[src/pkg/vmf_pkg.sv]
// Package for the virtual memory fault status block.
package vmf_pkg;

    // ------------------------------------------------------------------
    // Register map
    // ------------------------------------------------------------------
    localparam logic [11:0] ADDR_STATUS = 12'h000;
    localparam logic [11:0] ADDR_MASK = 12'h004;
    localparam logic [11:0] ADDR_LOCK = 12'h008;
    localparam logic [11:0] ADDR_CTRL = 12'h00c;
    localparam logic [11:0] ADDR_BUFMAX = 12'h010;
    localparam logic [11:0] ADDR_MAPSIZE = 12'h014;
    localparam logic [11:0] ADDR_EVENT = 12'h018;
    localparam logic [11:0] ADDR_EVMASK = 12'h01c;
    localparam logic [11:0] ADDR_CACHEFLT = 12'h020;

    // ------------------------------------------------------------------
    // Status bits
    // ------------------------------------------------------------------
    localparam int STAT_W = 17;
    localparam int BIT_WR_NONREC = 11;
    localparam int BIT_WR_REC = 10;
    localparam int BIT_RD_FAULT = 9;
    localparam int BIT_ABOVE_MAX = 8;
    localparam int BIT_OUT_MAP = 7;
    localparam logic [16:0] STAT_RESET = 17'h00000;
    localparam logic [16:0] STAT_IMPL = 17'h00f80;

    // Event bits.
    localparam int EV_W = 3;
    localparam int EV_SCHED = 0;
    localparam int EV_DROP = 1;
    localparam int EV_READMAP = 2;

    // Small-copy read fault window and full-word byte enable.
    localparam logic [31:0] SEG_HEAD_BYTES = 32'h00000020;
    localparam logic [3:0] FULL_WORD_BE = 4'hf;

    localparam logic [31:0] BUFMAX_RESET = 32'h0000ffff;
    localparam logic [31:0] MAPSIZE_RESET = 32'h00010000;
    localparam logic [31:0] SEG_SIZE = 32'h00000800;

    // ------------------------------------------------------------------
    // Types
    // ------------------------------------------------------------------
    typedef enum logic [2:0]
    {
        REQ_CACHE_DMA = 3'h0,
        REQ_REASSEMBLY = 3'h1,
        REQ_SCHEDULER = 3'h2,
        REQ_OTHER = 3'h3
    } vmf_req_t;

    typedef enum logic [1:0]
    {
        FAIL_SEND = 2'h0,
        FAIL_FREE = 2'h1,
        FAIL_EVENT = 2'h2
    } vmf_fail_act_t;

    typedef enum logic [1:0]
    {
        SCH_IDLE = 2'h0,
        SCH_CHECK = 2'h1,
        SCH_ACT = 2'h2
    } vmf_sch_state_t;

    // One virtual memory access as reported by the mapping logic.
    typedef struct packed
    {
        logic valid;
        logic write;
        vmf_req_t req;
        logic [31:0] vaddr;
        logic [3:0] be;
        logic page_fault;
        logic predictive;
        logic cached_reread;
        logic [15:0] frame_id;
    } vmf_access_t;

    // A frame enqueued to the transmit scheduler.
    typedef struct packed
    {
        logic valid;
        logic [15:0] frame_id;
        logic hdr_failed;
    } vmf_frame_t;

endpackage

[src/vmf_fail_mem.sv]
// Memory of per-frame DMA failure marks, kept apart from the packet header flags.
`timescale 1ns/10ps

module vmf_fail_mem #(
    parameter int DEPTH = 64
)(
    // Clock and reset.
    input wire logic pclk,
    input wire logic presetn,
    // Write port.
    input wire logic wr_en,
    input wire logic [$clog2(DEPTH)-1:0] wr_addr,
    input wire logic wr_data,
    // Read port with registered data.
    input wire logic [$clog2(DEPTH)-1:0] rd_addr,
    output logic rd_data
);

    logic [DEPTH-1:0] mem;

    initial
    begin
        if (DEPTH < 2)
        begin
            $error("vmf_fail_mem: DEPTH must be at least 2");
        end
    end

    always_ff @(posedge pclk or negedge presetn)
    begin
        if (!presetn)
        begin
            mem <= '0;
            rd_data <= 1'b0;
        end
        else
        begin
            if (wr_en)
            begin
                mem[wr_addr] <= wr_data;
            end
            rd_data <= mem[rd_addr];
        end
    end

endmodule

[src/vmf_status.sv]
// Virtual memory fault detection, status flags and failure handling.
//
// Our own choices: the APB interface to the registers and the placing of the registers.
`timescale 1ns/10ps

module vmf_status #(
    parameter int FRAMES = 64
)(
    // APB slave.
    input wire logic pclk,
    input wire logic presetn,
    input wire logic psel,
    input wire logic penable,
    input wire logic pwrite,
    input wire logic [11:0] paddr,
    input wire logic [31:0] pwdata,
    output logic [31:0] prdata,
    output logic pready,
    output logic pslverr,
    // Access reports from the mapping logic.
    input wire vmf_pkg::vmf_access_t acc,
    // Frames enqueued to the transmit scheduler.
    input wire vmf_pkg::vmf_frame_t frame_in,
    // Actions toward the rest of the adapter.
    output logic seg_valid,
    output logic [15:0] seg_frame,
    output logic free_valid,
    output logic [15:0] free_frame,
    output logic rx_drop,
    output logic map_page,
    output logic halt_read,
    output logic irq
);
    import vmf_pkg::*;

    localparam int AW = $clog2(FRAMES);
    // Offset bits of an address within one virtual segment.
    localparam int SEG_OFS_W = $clog2(SEG_SIZE);

    initial
    begin
        if (FRAMES < 2 || FRAMES > 65536 || (FRAMES & (FRAMES - 1)) != 0)
        begin
            $error("vmf_status: FRAMES out of range");
        end
    end

    // ------------------------------------------------------------------
    // Registers
    // ------------------------------------------------------------------
    logic [16:0] status;
    logic [16:0] mask;
    logic [16:0] lock;
    vmf_fail_act_t fail_act;
    logic [31:0] bufmax;
    logic [31:0] mapsize;
    logic [2:0] events;
    logic [2:0] evmask;
    logic [31:0] read_mux;

    function automatic logic [31:0] pad17(input logic [16:0] v);
        pad17 = {15'h0000, v};
    endfunction

    // ------------------------------------------------------------------
    // Bus decode
    // ------------------------------------------------------------------
    wire bus_wr = psel && penable && pwrite;
    wire bus_setup = psel && !penable;
    wire wr_status = bus_wr && (paddr == ADDR_STATUS);
    wire wr_mask = bus_wr && (paddr == ADDR_MASK);
    wire wr_lock = bus_wr && (paddr == ADDR_LOCK);
    wire wr_ctrl = bus_wr && (paddr == ADDR_CTRL);
    wire wr_bufmax = bus_wr && (paddr == ADDR_BUFMAX);
    wire wr_mapsize = bus_wr && (paddr == ADDR_MAPSIZE);
    wire wr_event = bus_wr && (paddr == ADDR_EVENT);
    wire wr_evmask = bus_wr && (paddr == ADDR_EVMASK);
    wire addr_hit = (paddr == ADDR_STATUS) || (paddr == ADDR_MASK)
        || (paddr == ADDR_LOCK) || (paddr == ADDR_CTRL) || (paddr == ADDR_BUFMAX)
        || (paddr == ADDR_MAPSIZE) || (paddr == ADDR_EVENT)
        || (paddr == ADDR_EVMASK) || (paddr == ADDR_CACHEFLT);

    // ------------------------------------------------------------------
    // Fault detection
    // ------------------------------------------------------------------
    wire recov_req = (acc.req == REQ_CACHE_DMA) || (acc.req == REQ_REASSEMBLY);
    wire wr_fault = acc.valid && acc.write && acc.page_fault;
    wire set_nonrec = wr_fault && !recov_req;
    wire set_rec = wr_fault && recov_req;
    wire small_reread = acc.cached_reread && (acc.be != FULL_WORD_BE)
        && (acc.vaddr[SEG_OFS_W-1:0] < SEG_HEAD_BYTES[SEG_OFS_W-1:0]);
    wire rd_fault = acc.valid && !acc.write
        && (acc.page_fault || acc.predictive || small_reread);
    wire above_max = acc.valid && (acc.vaddr > bufmax);
    wire out_map = acc.valid && (acc.vaddr >= mapsize);

    logic [16:0] det;
    always_comb
    begin
        det = '0;
        det[BIT_WR_NONREC] = set_nonrec;
        det[BIT_WR_REC] = set_rec;
        det[BIT_RD_FAULT] = rd_fault;
        det[BIT_ABOVE_MAX] = above_max;
        det[BIT_OUT_MAP] = out_map;
    end

    // Set wins over a write-one clear in the same cycle.
    wire [16:0] next_status = ((status & ~(wr_status ? pwdata[16:0] : 17'h00000)) | det)
        & STAT_IMPL;

    wire rx_fault = set_rec && (acc.req == REQ_REASSEMBLY);
    wire dma_fault = set_rec && (acc.req == REQ_CACHE_DMA);
    wire read_map = rd_fault && !lock[BIT_RD_FAULT];

    // ------------------------------------------------------------------
    // Failure marks and transmit scheduler
    // ------------------------------------------------------------------
    vmf_sch_state_t sch_state;
    vmf_sch_state_t next_sch;
    logic [15:0] sch_frame;
    logic mark_rd;

    wire mark_clr = (sch_state == SCH_IDLE) && frame_in.valid;
    wire mark_wr = dma_fault || mark_clr;
    wire [AW-1:0] mark_addr = dma_fault ? acc.frame_id[AW-1:0] : frame_in.frame_id[AW-1:0];

    vmf_fail_mem #(
        .DEPTH(FRAMES)
    ) u_marks (
        .pclk(pclk),
        .presetn(presetn),
        .wr_en(mark_wr),
        .wr_addr(mark_addr),
        .wr_data(dma_fault),
        .rd_addr(frame_in.frame_id[AW-1:0]),
        .rd_data(mark_rd)
    );

    logic hdr_flag;
    wire frame_failed = hdr_flag || mark_rd;

    always_comb
    begin
        case (sch_state)
            SCH_IDLE: next_sch = frame_in.valid ? SCH_CHECK : SCH_IDLE;
            SCH_CHECK: next_sch = SCH_ACT;
            SCH_ACT: next_sch = SCH_IDLE;
            default: next_sch = SCH_IDLE;
        endcase
    end

    wire act_now = (sch_state == SCH_CHECK);
    wire send_now = act_now && (!frame_failed || fail_act == FAIL_SEND);
    wire free_now = act_now && frame_failed && (fail_act == FAIL_FREE);
    wire event_now = act_now && frame_failed && (fail_act == FAIL_EVENT);

    logic [2:0] ev_det;
    always_comb
    begin
        ev_det = '0;
        ev_det[EV_SCHED] = event_now;
        ev_det[EV_DROP] = rx_fault;
        ev_det[EV_READMAP] = read_map;
    end
    wire [2:0] next_events = (events & ~(wr_event ? pwdata[2:0] : 3'h0)) | ev_det;

    always_comb
    begin
        case (paddr)
            ADDR_STATUS: read_mux = pad17(status);
            ADDR_MASK: read_mux = pad17(mask);
            ADDR_LOCK: read_mux = pad17(lock);
            ADDR_CTRL: read_mux = {30'h00000000, fail_act};
            ADDR_BUFMAX: read_mux = bufmax;
            ADDR_MAPSIZE: read_mux = mapsize;
            ADDR_EVENT: read_mux = {29'h00000000, events};
            ADDR_EVMASK: read_mux = {29'h00000000, evmask};
            default: read_mux = 32'h00000000;
        endcase
    end

    // ------------------------------------------------------------------
    // Sequential logic
    // ------------------------------------------------------------------
    always_ff @(posedge pclk or negedge presetn)
    begin
        if (!presetn)
        begin
            status <= STAT_RESET;
            mask <= '0;
            lock <= '0;
            fail_act <= FAIL_FREE;
            bufmax <= BUFMAX_RESET;
            mapsize <= MAPSIZE_RESET;
            events <= '0;
            evmask <= '0;
        end
        else
        begin
            status <= next_status;
            events <= next_events;
            if (wr_mask) mask <= pwdata[16:0] & STAT_IMPL;
            if (wr_lock) lock <= pwdata[16:0] & STAT_IMPL;
            if (wr_ctrl) fail_act <= vmf_fail_act_t'(pwdata[1:0]);
            if (wr_bufmax) bufmax <= pwdata;
            if (wr_mapsize) mapsize <= pwdata;
            if (wr_evmask) evmask <= pwdata[2:0];
        end
    end

    always_ff @(posedge pclk or negedge presetn)
    begin
        if (!presetn)
        begin
            sch_state <= SCH_IDLE;
            sch_frame <= '0;
            hdr_flag <= 1'b0;
        end
        else
        begin
            sch_state <= next_sch;
            if (mark_clr)
            begin
                sch_frame <= frame_in.frame_id;
                hdr_flag <= frame_in.hdr_failed;
            end
        end
    end

    always_ff @(posedge pclk or negedge presetn)
    begin
        if (!presetn)
        begin
            prdata <= '0;
            pready <= 1'b0;
            pslverr <= 1'b0;
            seg_valid <= 1'b0;
            seg_frame <= '0;
            free_valid <= 1'b0;
            free_frame <= '0;
            rx_drop <= 1'b0;
            map_page <= 1'b0;
            halt_read <= 1'b0;
            irq <= 1'b0;
        end
        else
        begin
            pready <= bus_setup;
            pslverr <= bus_setup && !addr_hit;
            prdata <= (bus_setup && !pwrite) ? read_mux : 32'h00000000;
            seg_valid <= send_now;
            seg_frame <= sch_frame;
            free_valid <= free_now;
            free_frame <= sch_frame;
            rx_drop <= rx_fault;
            map_page <= read_map;
            halt_read <= rd_fault && lock[BIT_RD_FAULT];
            irq <= (|(next_status & mask)) || (|(next_events & evmask));
        end
    end

    // ------------------------------------------------------------------
    // Assertions
    // ------------------------------------------------------------------
    AST_NONREC: assert property (@(posedge pclk) disable iff (!presetn)
        set_nonrec |=> status[BIT_WR_NONREC])
        else $error("write fault did not set bit 11");
    AST_REC_ONLY: assert property (@(posedge pclk) disable iff (!presetn)
        (wr_fault && recov_req && !status[BIT_WR_NONREC] && !set_nonrec)
        |=> !status[BIT_WR_NONREC])
        else $error("recoverable fault set bit 11");
    AST_REC: assert property (@(posedge pclk) disable iff (!presetn)
        set_rec |=> status[BIT_WR_REC])
        else $error("recoverable fault did not set bit 10");
    AST_DROP: assert property (@(posedge pclk) disable iff (!presetn)
        rx_fault |=> rx_drop)
        else $error("reassembly fault did not drop packet");
    AST_RDF: assert property (@(posedge pclk) disable iff (!presetn)
        rd_fault |=> status[BIT_RD_FAULT])
        else $error("read fault did not set bit 9");
    AST_MAP: assert property (@(posedge pclk) disable iff (!presetn)
        (rd_fault && !lock[BIT_RD_FAULT]) |=> (map_page && !halt_read))
        else $error("unlocked read fault did not map page");
    AST_MAX: assert property (@(posedge pclk) disable iff (!presetn)
        above_max |=> status[BIT_ABOVE_MAX])
        else $error("above maximum did not set bit 8");
    AST_MAPOUT: assert property (@(posedge pclk) disable iff (!presetn)
        out_map |=> status[BIT_OUT_MAP])
        else $error("outside map did not set bit 7");
    AST_STICKY: assert property (@(posedge pclk) disable iff (!presetn)
        (status[BIT_OUT_MAP] && !wr_status) |=> status[BIT_OUT_MAP])
        else $error("flag cleared without software");
    AST_BLOCK: assert property (@(posedge pclk) disable iff (!presetn)
        (act_now && frame_failed && fail_act != FAIL_SEND) |=> !seg_valid)
        else $error("failed frame passed to segmentation");
    AST_FREE: assert property (@(posedge pclk) disable iff (!presetn)
        (act_now && frame_failed && fail_act == FAIL_FREE) |=> free_valid)
        else $error("failed frame not freed");
    AST_SEND: assert property (@(posedge pclk) disable iff (!presetn)
        (act_now && frame_failed && fail_act == FAIL_SEND) |=> seg_valid)
        else $error("failed frame not sent when configured to send");
    AST_EVENT: assert property (@(posedge pclk) disable iff (!presetn)
        (act_now && frame_failed && fail_act == FAIL_EVENT)
        |=> (events[EV_SCHED] && !seg_valid && !free_valid))
        else $error("failed frame did not raise an event");
    AST_CLEAN: assert property (@(posedge pclk) disable iff (!presetn)
        (act_now && !frame_failed) |=> (seg_valid && !free_valid))
        else $error("clean frame not passed to segmentation");
    AST_HALT: assert property (@(posedge pclk) disable iff (!presetn)
        (rd_fault && lock[BIT_RD_FAULT]) |=> (halt_read && !map_page))
        else $error("locked read fault mapped a page");
    AST_PREDICT: assert property (@(posedge pclk) disable iff (!presetn)
        (acc.valid && !acc.write && acc.predictive) |=> status[BIT_RD_FAULT])
        else $error("predictive read did not set bit 9");
    AST_SMALL: assert property (@(posedge pclk) disable iff (!presetn)
        (acc.valid && !acc.write && small_reread) |=> status[BIT_RD_FAULT])
        else $error("small copy re-read did not set bit 9");
    AST_DROP_EV: assert property (@(posedge pclk) disable iff (!presetn)
        rx_fault |=> events[EV_DROP])
        else $error("dropped packet not recorded as event");
    AST_STICKY_ALL: assert property (@(posedge pclk) disable iff (!presetn)
        !wr_status |=> ((status & $past(status)) == $past(status)))
        else $error("status flag lost without software clear");
    AST_PREADY: assert property (@(posedge pclk) disable iff (!presetn)
        bus_setup |=> pready)
        else $error("setup cycle not answered in access phase");

endmodule

[config.mk]
export PLATFORM = sky130hd
export DESIGN_NAME = vmf_status
export DESIGN_NICKNAME = d
export VERILOG_FILES = /design/src/pkg/vmf_pkg.sv /design/src/vmf_fail_mem.sv /design/src/vmf_status.sv
export SDC_FILE = /design/constraint.sdc
export NUM_CORES = 1
export LEC_CHECK = 0
export ABC_AREA = 1
export BUFFER_PORTS_ARGS = -buffer_cell sky130_fd_sc_hd__buf_4
export CORE_MARGIN = 2
export CORE_UTILIZATION = 40
export CTS_CLUSTER_DIAMETER = 120
export DETAILED_ROUTE_END_ITERATION = 10
export GPL_ROUTABILITY_DRIVEN = 1
export MAX_ROUTING_LAYER = met4
export PLACE_DENSITY = 0.61
export REMOVE_ABC_BUFFERS = 1
export SKIP_CTS_REPAIR_TIMING = 1
export SYNTH_ARGS = -nofsm -noshare
export SYNTH_HDL_FRONTEND = slang
export SYNTH_SLANG_ARGS = --single-unit
[constraint.sdc]
create_clock -name pclk -period 2.5 [get_ports pclk]
set_clock_uncertainty 0.2 [all_clocks]
set_input_delay 0.375 -clock pclk [delete_from_list [all_inputs] [get_ports pclk]]
set_output_delay 0.375 -clock pclk [all_outputs]
set_load 0.005 [all_outputs]
* Yosys cells after proc, flatten, opt, wreduce, memory -nomap -nowiden
Index checks and enable logic that the tools add are counted.
** Operators by class
- Multiplexer cells :: 12
- Reduce and logical (&&, ||, !) cells :: 61
- Eq/ne operators :: 13
- Bitwise operators :: 8
- Magnitude comparators :: 6
** Operator list (count)
- $pmux 32 s8 :: 1
- $bwmux 64 :: 1
- $eq 12x5->1 const B :: 4
- $logic_and 1x1->1 :: 33
- $ge 32x32->1 :: 1
- $gt 32x32->1 :: 1
- $mux 32 :: 1
- $and 12x12->12 :: 2
- $eq 12x4->1 const B :: 2
- $reduce_or 17->1 :: 1
- $logic_or 1x1->1 :: 15
- $lt 6x7->1 const B :: 2
- $eq 12x3->1 const B :: 1
- $eq 12x6->1 const B :: 1
- $logic_not 12->1 :: 1
- $mux 12 :: 1
- $not 12->12 :: 1
- $or 12x12->12 :: 1
- $lt 11x6->1 const B :: 1
- $logic_not 1->1 :: 7
- $and 3x3->3 :: 2
- $bmux 1 s6 :: 1
- $demux 1 s6 :: 1
- $ge 6x1->1 const B :: 1
- 13 further kinds :: 17
** Storage, ports and cells
- Logic and storage cells :: 123
- Bits of input ports :: 127
- Flip-flop bits (word level) :: 227

* Depth between registers and ports, before layout
- Depth in word-level cells :: 11
- Mapped depth :: 17
- Mapped depth without buffers :: 17

* Cells and area by module
Synthesis repeated with hierarchy kept, for this count alone.
** Unflattened totals
- Cells, all modules :: 1428
- Area total of the unflattened synthesis :: 11765.0 um2
** Modules (own cells, without submodules)
- vmf_status :: times used 1, area an instance 8406.8 um2, cells an instance 1004
- vmf_fail_mem :: times used 1, area an instance 3358.2 um2, cells an instance 424

* Worst setup path after synthesis
Ideal clock, no wire load.
- Path type :: input -> register
- Start point :: input port acc[57] in the netlist's numbering
- End point :: register u_marks.mem[51]
- Data required time :: 2.183 ns
- Path buffers :: 1
- Arrival :: 1.630 ns
- Cell stages on the path :: 13
- Slack :: 0.553 ns
- Cell sequence :: nor2_1 > nand2_2 > nor2_8 > buf_6 > nand2_2 > o21ai_4 > inv_2 > nand2_1 > nor2_8 > nand2_1 > nand2_1 > o21ai_1 > inv_1
** Between the ends
- Longest elaborated chain between the ends :: 10
- Elaborated cells between the ends (all ways) :: 13
- Those cells by class :: order compare (2); eq/ne (1); mux (4); reduce/logical (6)
** RTL lines
- start: declaration :: line vmf_status.sv:21 : input wire vmf_pkg::vmf_access_t acc,
- $eq 3x1->1 or $logic_not 3->1 (tied branches) :: line vmf_status.sv:86, vmf_status.sv:113
- $logic_or 1x1->1 :: line vmf_status.sv:86 : wire recov_req = (acc.req == REQ_CACHE_DMA) || (acc.req == REQ_REASSEMBLY);
- $logic_and 1x1->1 :: line vmf_status.sv:89 : wire set_rec = wr_fault && recov_req;
- $logic_and 1x1->1 * :: line vmf_status.sv:113 : wire dma_fault = set_rec && (acc.req == REQ_CACHE_DMA);
- $mux 6 :: line vmf_status.sv:126 : wire [AW-1:0] mark_addr = dma_fault ? acc.frame_id[AW-1:0] : frame_in.frame_id[AW-1:0];
- $lt 6x7->1 (implied by the code) or $ge 6x1->1 (tied branches) :: line vmf_fail_mem.sv:40 : mem[wr_addr] <= wr_data;
- $logic_and 1x1->1 (implied by the code) :: line vmf_fail_mem.sv:40
- $mux 1 (implied by the code) :: line vmf_fail_mem.sv:40
- $demux 1 s6
- $bwmux 64 :: line vmf_fail_mem.sv:40
- end signal: indexed assignment :: line vmf_fail_mem.sv:40
- end: declaration :: line vmf_fail_mem.sv:19 : logic [DEPTH-1:0] mem;
Mark *: on every way between the ends. The rest lies on a longest branch, timed or not.
A chain may end at the register's enable or synchronous reset.

* Final worst setup path
- Start point :: input port acc[55] in the netlist's numbering
- End point :: register u_marks.mem[42]
The elaborated chain is that of the path after synthesis.

==> results.cfg <==
[status]
status = complete, but fails checks
violations = hold timing

[floorplan]
core-area_mm2 = 0.02948
fp.dieW_um = 176.5
die-area_mm2 = 0.03115
row_count = 63
die_y_um = 176.5
start_util_pct = 40.37
ios = 199

[power]
power_w = 0.009306
pwr-share-clk_pct = 45.1
p_leak_nw = 7.454
power_frac_comb_pct = 12.4
p_int_w = 0.006994
ir_drop_mv = 0.4980
switchingPower_w = 0.002311
powerDensity_mw_per_mm2 = 604.9
netSwitchingFraction_pct = 24.84
seq_power_share_pct = 42.5

[setup_path]
worstSetupStartpointType = primary input
crit_start = acc[55]
r2r_slack_ns = 0.35
crit_required_ns = 2.71
critPathMaxFanout = 8
crit_arrival_ns = 2.50
endpoint_kind = flop
path_class = primary input to flop
r2r_start = bufmax[5]

[route]
drc = 0
drt_pre_antenna_iters = 6
routed-via-count = 10660
routed_wl_um = 32520
avgRoutedWirePerCell_um = 14.97
postRouteAntennaNets = 0
first_iter_violations = 797
vias_per_cell = 4.907

[hold_path]
hold_class = primary input to flop
min_from = pwdata[0]

[logic_synthesis]
yosysTopAreaCellShare_pct = 43.95
syn_area_per_cell_um2 = 7.865
yosysSeqAreaShare_pct = 47.92
yosys_most_used_dff = dfrtp_1
async_flop_share_pct = 100.0
synthCells = 1513
synth_edf_count = 0
ys_types = 38
synth_area_leaders = dfrtp_1, nand2_1, ha_1, o21ai_0, inv_1
yosysTopAreaCell = dfrtp_1
syn_area_mm2 = 0.01190
yosysWarnings = 0
ys_ff_latch = 227

[layout]
fillers = 2809
mostFrequentLayoutCells = nand2_1, buf_4, dfrtp_1
nets = 1952
layout_commonest_cell = nand2_1
seqCellArea_mm2 = 0.005703
multiInputGateArea_mm2 = 0.005146
area_growth_pct = 29.27
final_cell_area_mm2 = 0.01538
layout-drive-gt1-share_pct = 19.65

[global_routing]
grt_pass1_vias = 9955
overflow = 0
grt_max_degree = 72
grt_pass1_wl_um = 51150
antenna_found_initial = 1
grt_usage_pct = 21.05

[timing]
setup_viol = 0
fin_hold_ws_ns = -0.02470
clock.fmax_ghz = 0.4361
worst_pin_slew_ns = 0.5558
slew_violations = 0
period_needed_ns = 2.293
hold_viol_final = 8
slew_headroom_pct = 62.95
min_period_over_period_pct = 91.72
fin_setup_tns_ns = 0
rsz0062_at_grt = no

[clock_tree]
cts_tree = built
insertion_delay_ns = 0.53
cts_buffers = 26
cts_max_level = 1
root_buffer = clkbuf_16
numClockSinks = 227
cts.clk_slew.worst_paths_ns = 0.06
clk_path_buf_depth = 3

[placed_design]
dp_hpwl_um = 22730
place_area_mm2 = 0.01393
io_buffers = 188
gp_congestion = 0.9155

[job]
max_cap_viol_count = 0
## worst max-delay path, stage by stage
cell,delay (ns)
dlygate4sd3_1,0.54
buf_4,0.16
nand3b_1,0.19
buf_4,0.20
buf_4,0.15
o21ai_2,0.26
nand3_1,0.15
clkinv_1,0.19
nand3_1,0.13
nand2_1,0.07
o21ai_1,0.05
## synthesized netlist by cell type (2+ instances only)
| cell type | n |
|---|---|
| nand2_2 | 6 |
| o21ai_0 | 140 |
| dfrtp_1 | 209 |
| nand3b_1 | 2 |
| nand3_2 | 12 |
| clkinv_1 | 4 |
| clkbuf_1 | 33 |
| nand2_1 | 472 |
| ha_1 | 64 |
| o21ai_1 | 36 |
| a21o_1 | 2 |
| nand3_1 | 57 |
| o21a_1 | 3 |
| nor2_4 | 3 |
| a21oi_1 | 56 |
| dfstp_2 | 18 |
| nand4_1 | 12 |
| a211oi_1 | 5 |
| o22ai_1 | 16 |
| inv_1 | 179 |
| buf_4 | 16 |
| buf_1 | 2 |
| buf_2 | 10 |
| nor2_2 | 4 |
| inv_2 | 15 |
| nor3_1 | 5 |
| nor2_1 | 112 |
| o21ai_2 | 4 |
| o21ai_4 | 2 |
| nor2_8 | 2 |
| nor4_1 | 2 |
| o211ai_1 | 4 |
## state kept, by name, indices dropped and copies added (netlist names), 5 cells and up
signal,count
u_marks.mem,64
bufmax,32
mapsize,32
prdata,32
free_frame,16
sch_frame,16
lock,5
mask,5
status,5
## cell type report
class / count / share of cell area [%]
clock inverter: 16 / 1.407
tap: 390 / 3.172
timing repair buffer: 282 / 15.27
multi-input combinational: 1026 / 33.45
sequential: 227 / 37.07
antenna: 1 / 0.01627
clock buffer: 32 / 4.774
inverter: 198 / 4.831
## power by group through the flow
stage	clock [W]	combinational (W)	sequential (W)
after global placement	0	0.00109	0.00401
after detailed placement	0	0.00110	0.00402
after floorplan	0	0.000434	0.00401
final	0.00419	0.00116	0.00395
after global routing	0.00444	0.00130	0.00397
after CTS	0.00429	0.00111	0.00396
## metrics by stage
| step | cells | utilization, % | worst slack [ns] |
|---|---|---|---|
| after floorplan | 1451 | - | -0.6196 |
| after CTS | 2121 | 50.48 | 0.3405 |
| after global routing | 2172 | 52.18 | 0.09557 |
| final | 2172 | 52.18 | 0.2069 |
| after global placement | 2073 | 47.25 | 0.07320 |
| after detailed placement | 2073 | 47.25 | 0.06536 |
## cell families after synthesis
kind of cell,synth area share (%)
buf+inv,8.874
simple gates,24.35
flops,47.92
compound gates,12.12
fa+ha+maj,6.729
## final timing paths
check / endpoint / cells past startpoint
setup / recovery: u_marks.mem[42] / 11
hold / removal: events[0] / 4
setup reg to reg: irq / 14
hold reg to reg: free_frame[10] / 0
max in group asynchronous: fail_act[0] / 3
min in group asynchronous: mapsize[21] / 2
## routing by layer
| metal | vias to the layer above | GRT usage [%] | routed length, um |
|---|---|---|---|
| met3 | 62 | 2.562 | 1694 |
| met4 | 0 | 6.164 | 930 |
| met2 | 280 | 33.92 | 15220 |
| met5 | - | - | 0 |
| met1 | 5008 | 28.00 | 14670 |
| li1 | 5308 | - | - |
Note: power is estimated with default switching activity, not from simulation.
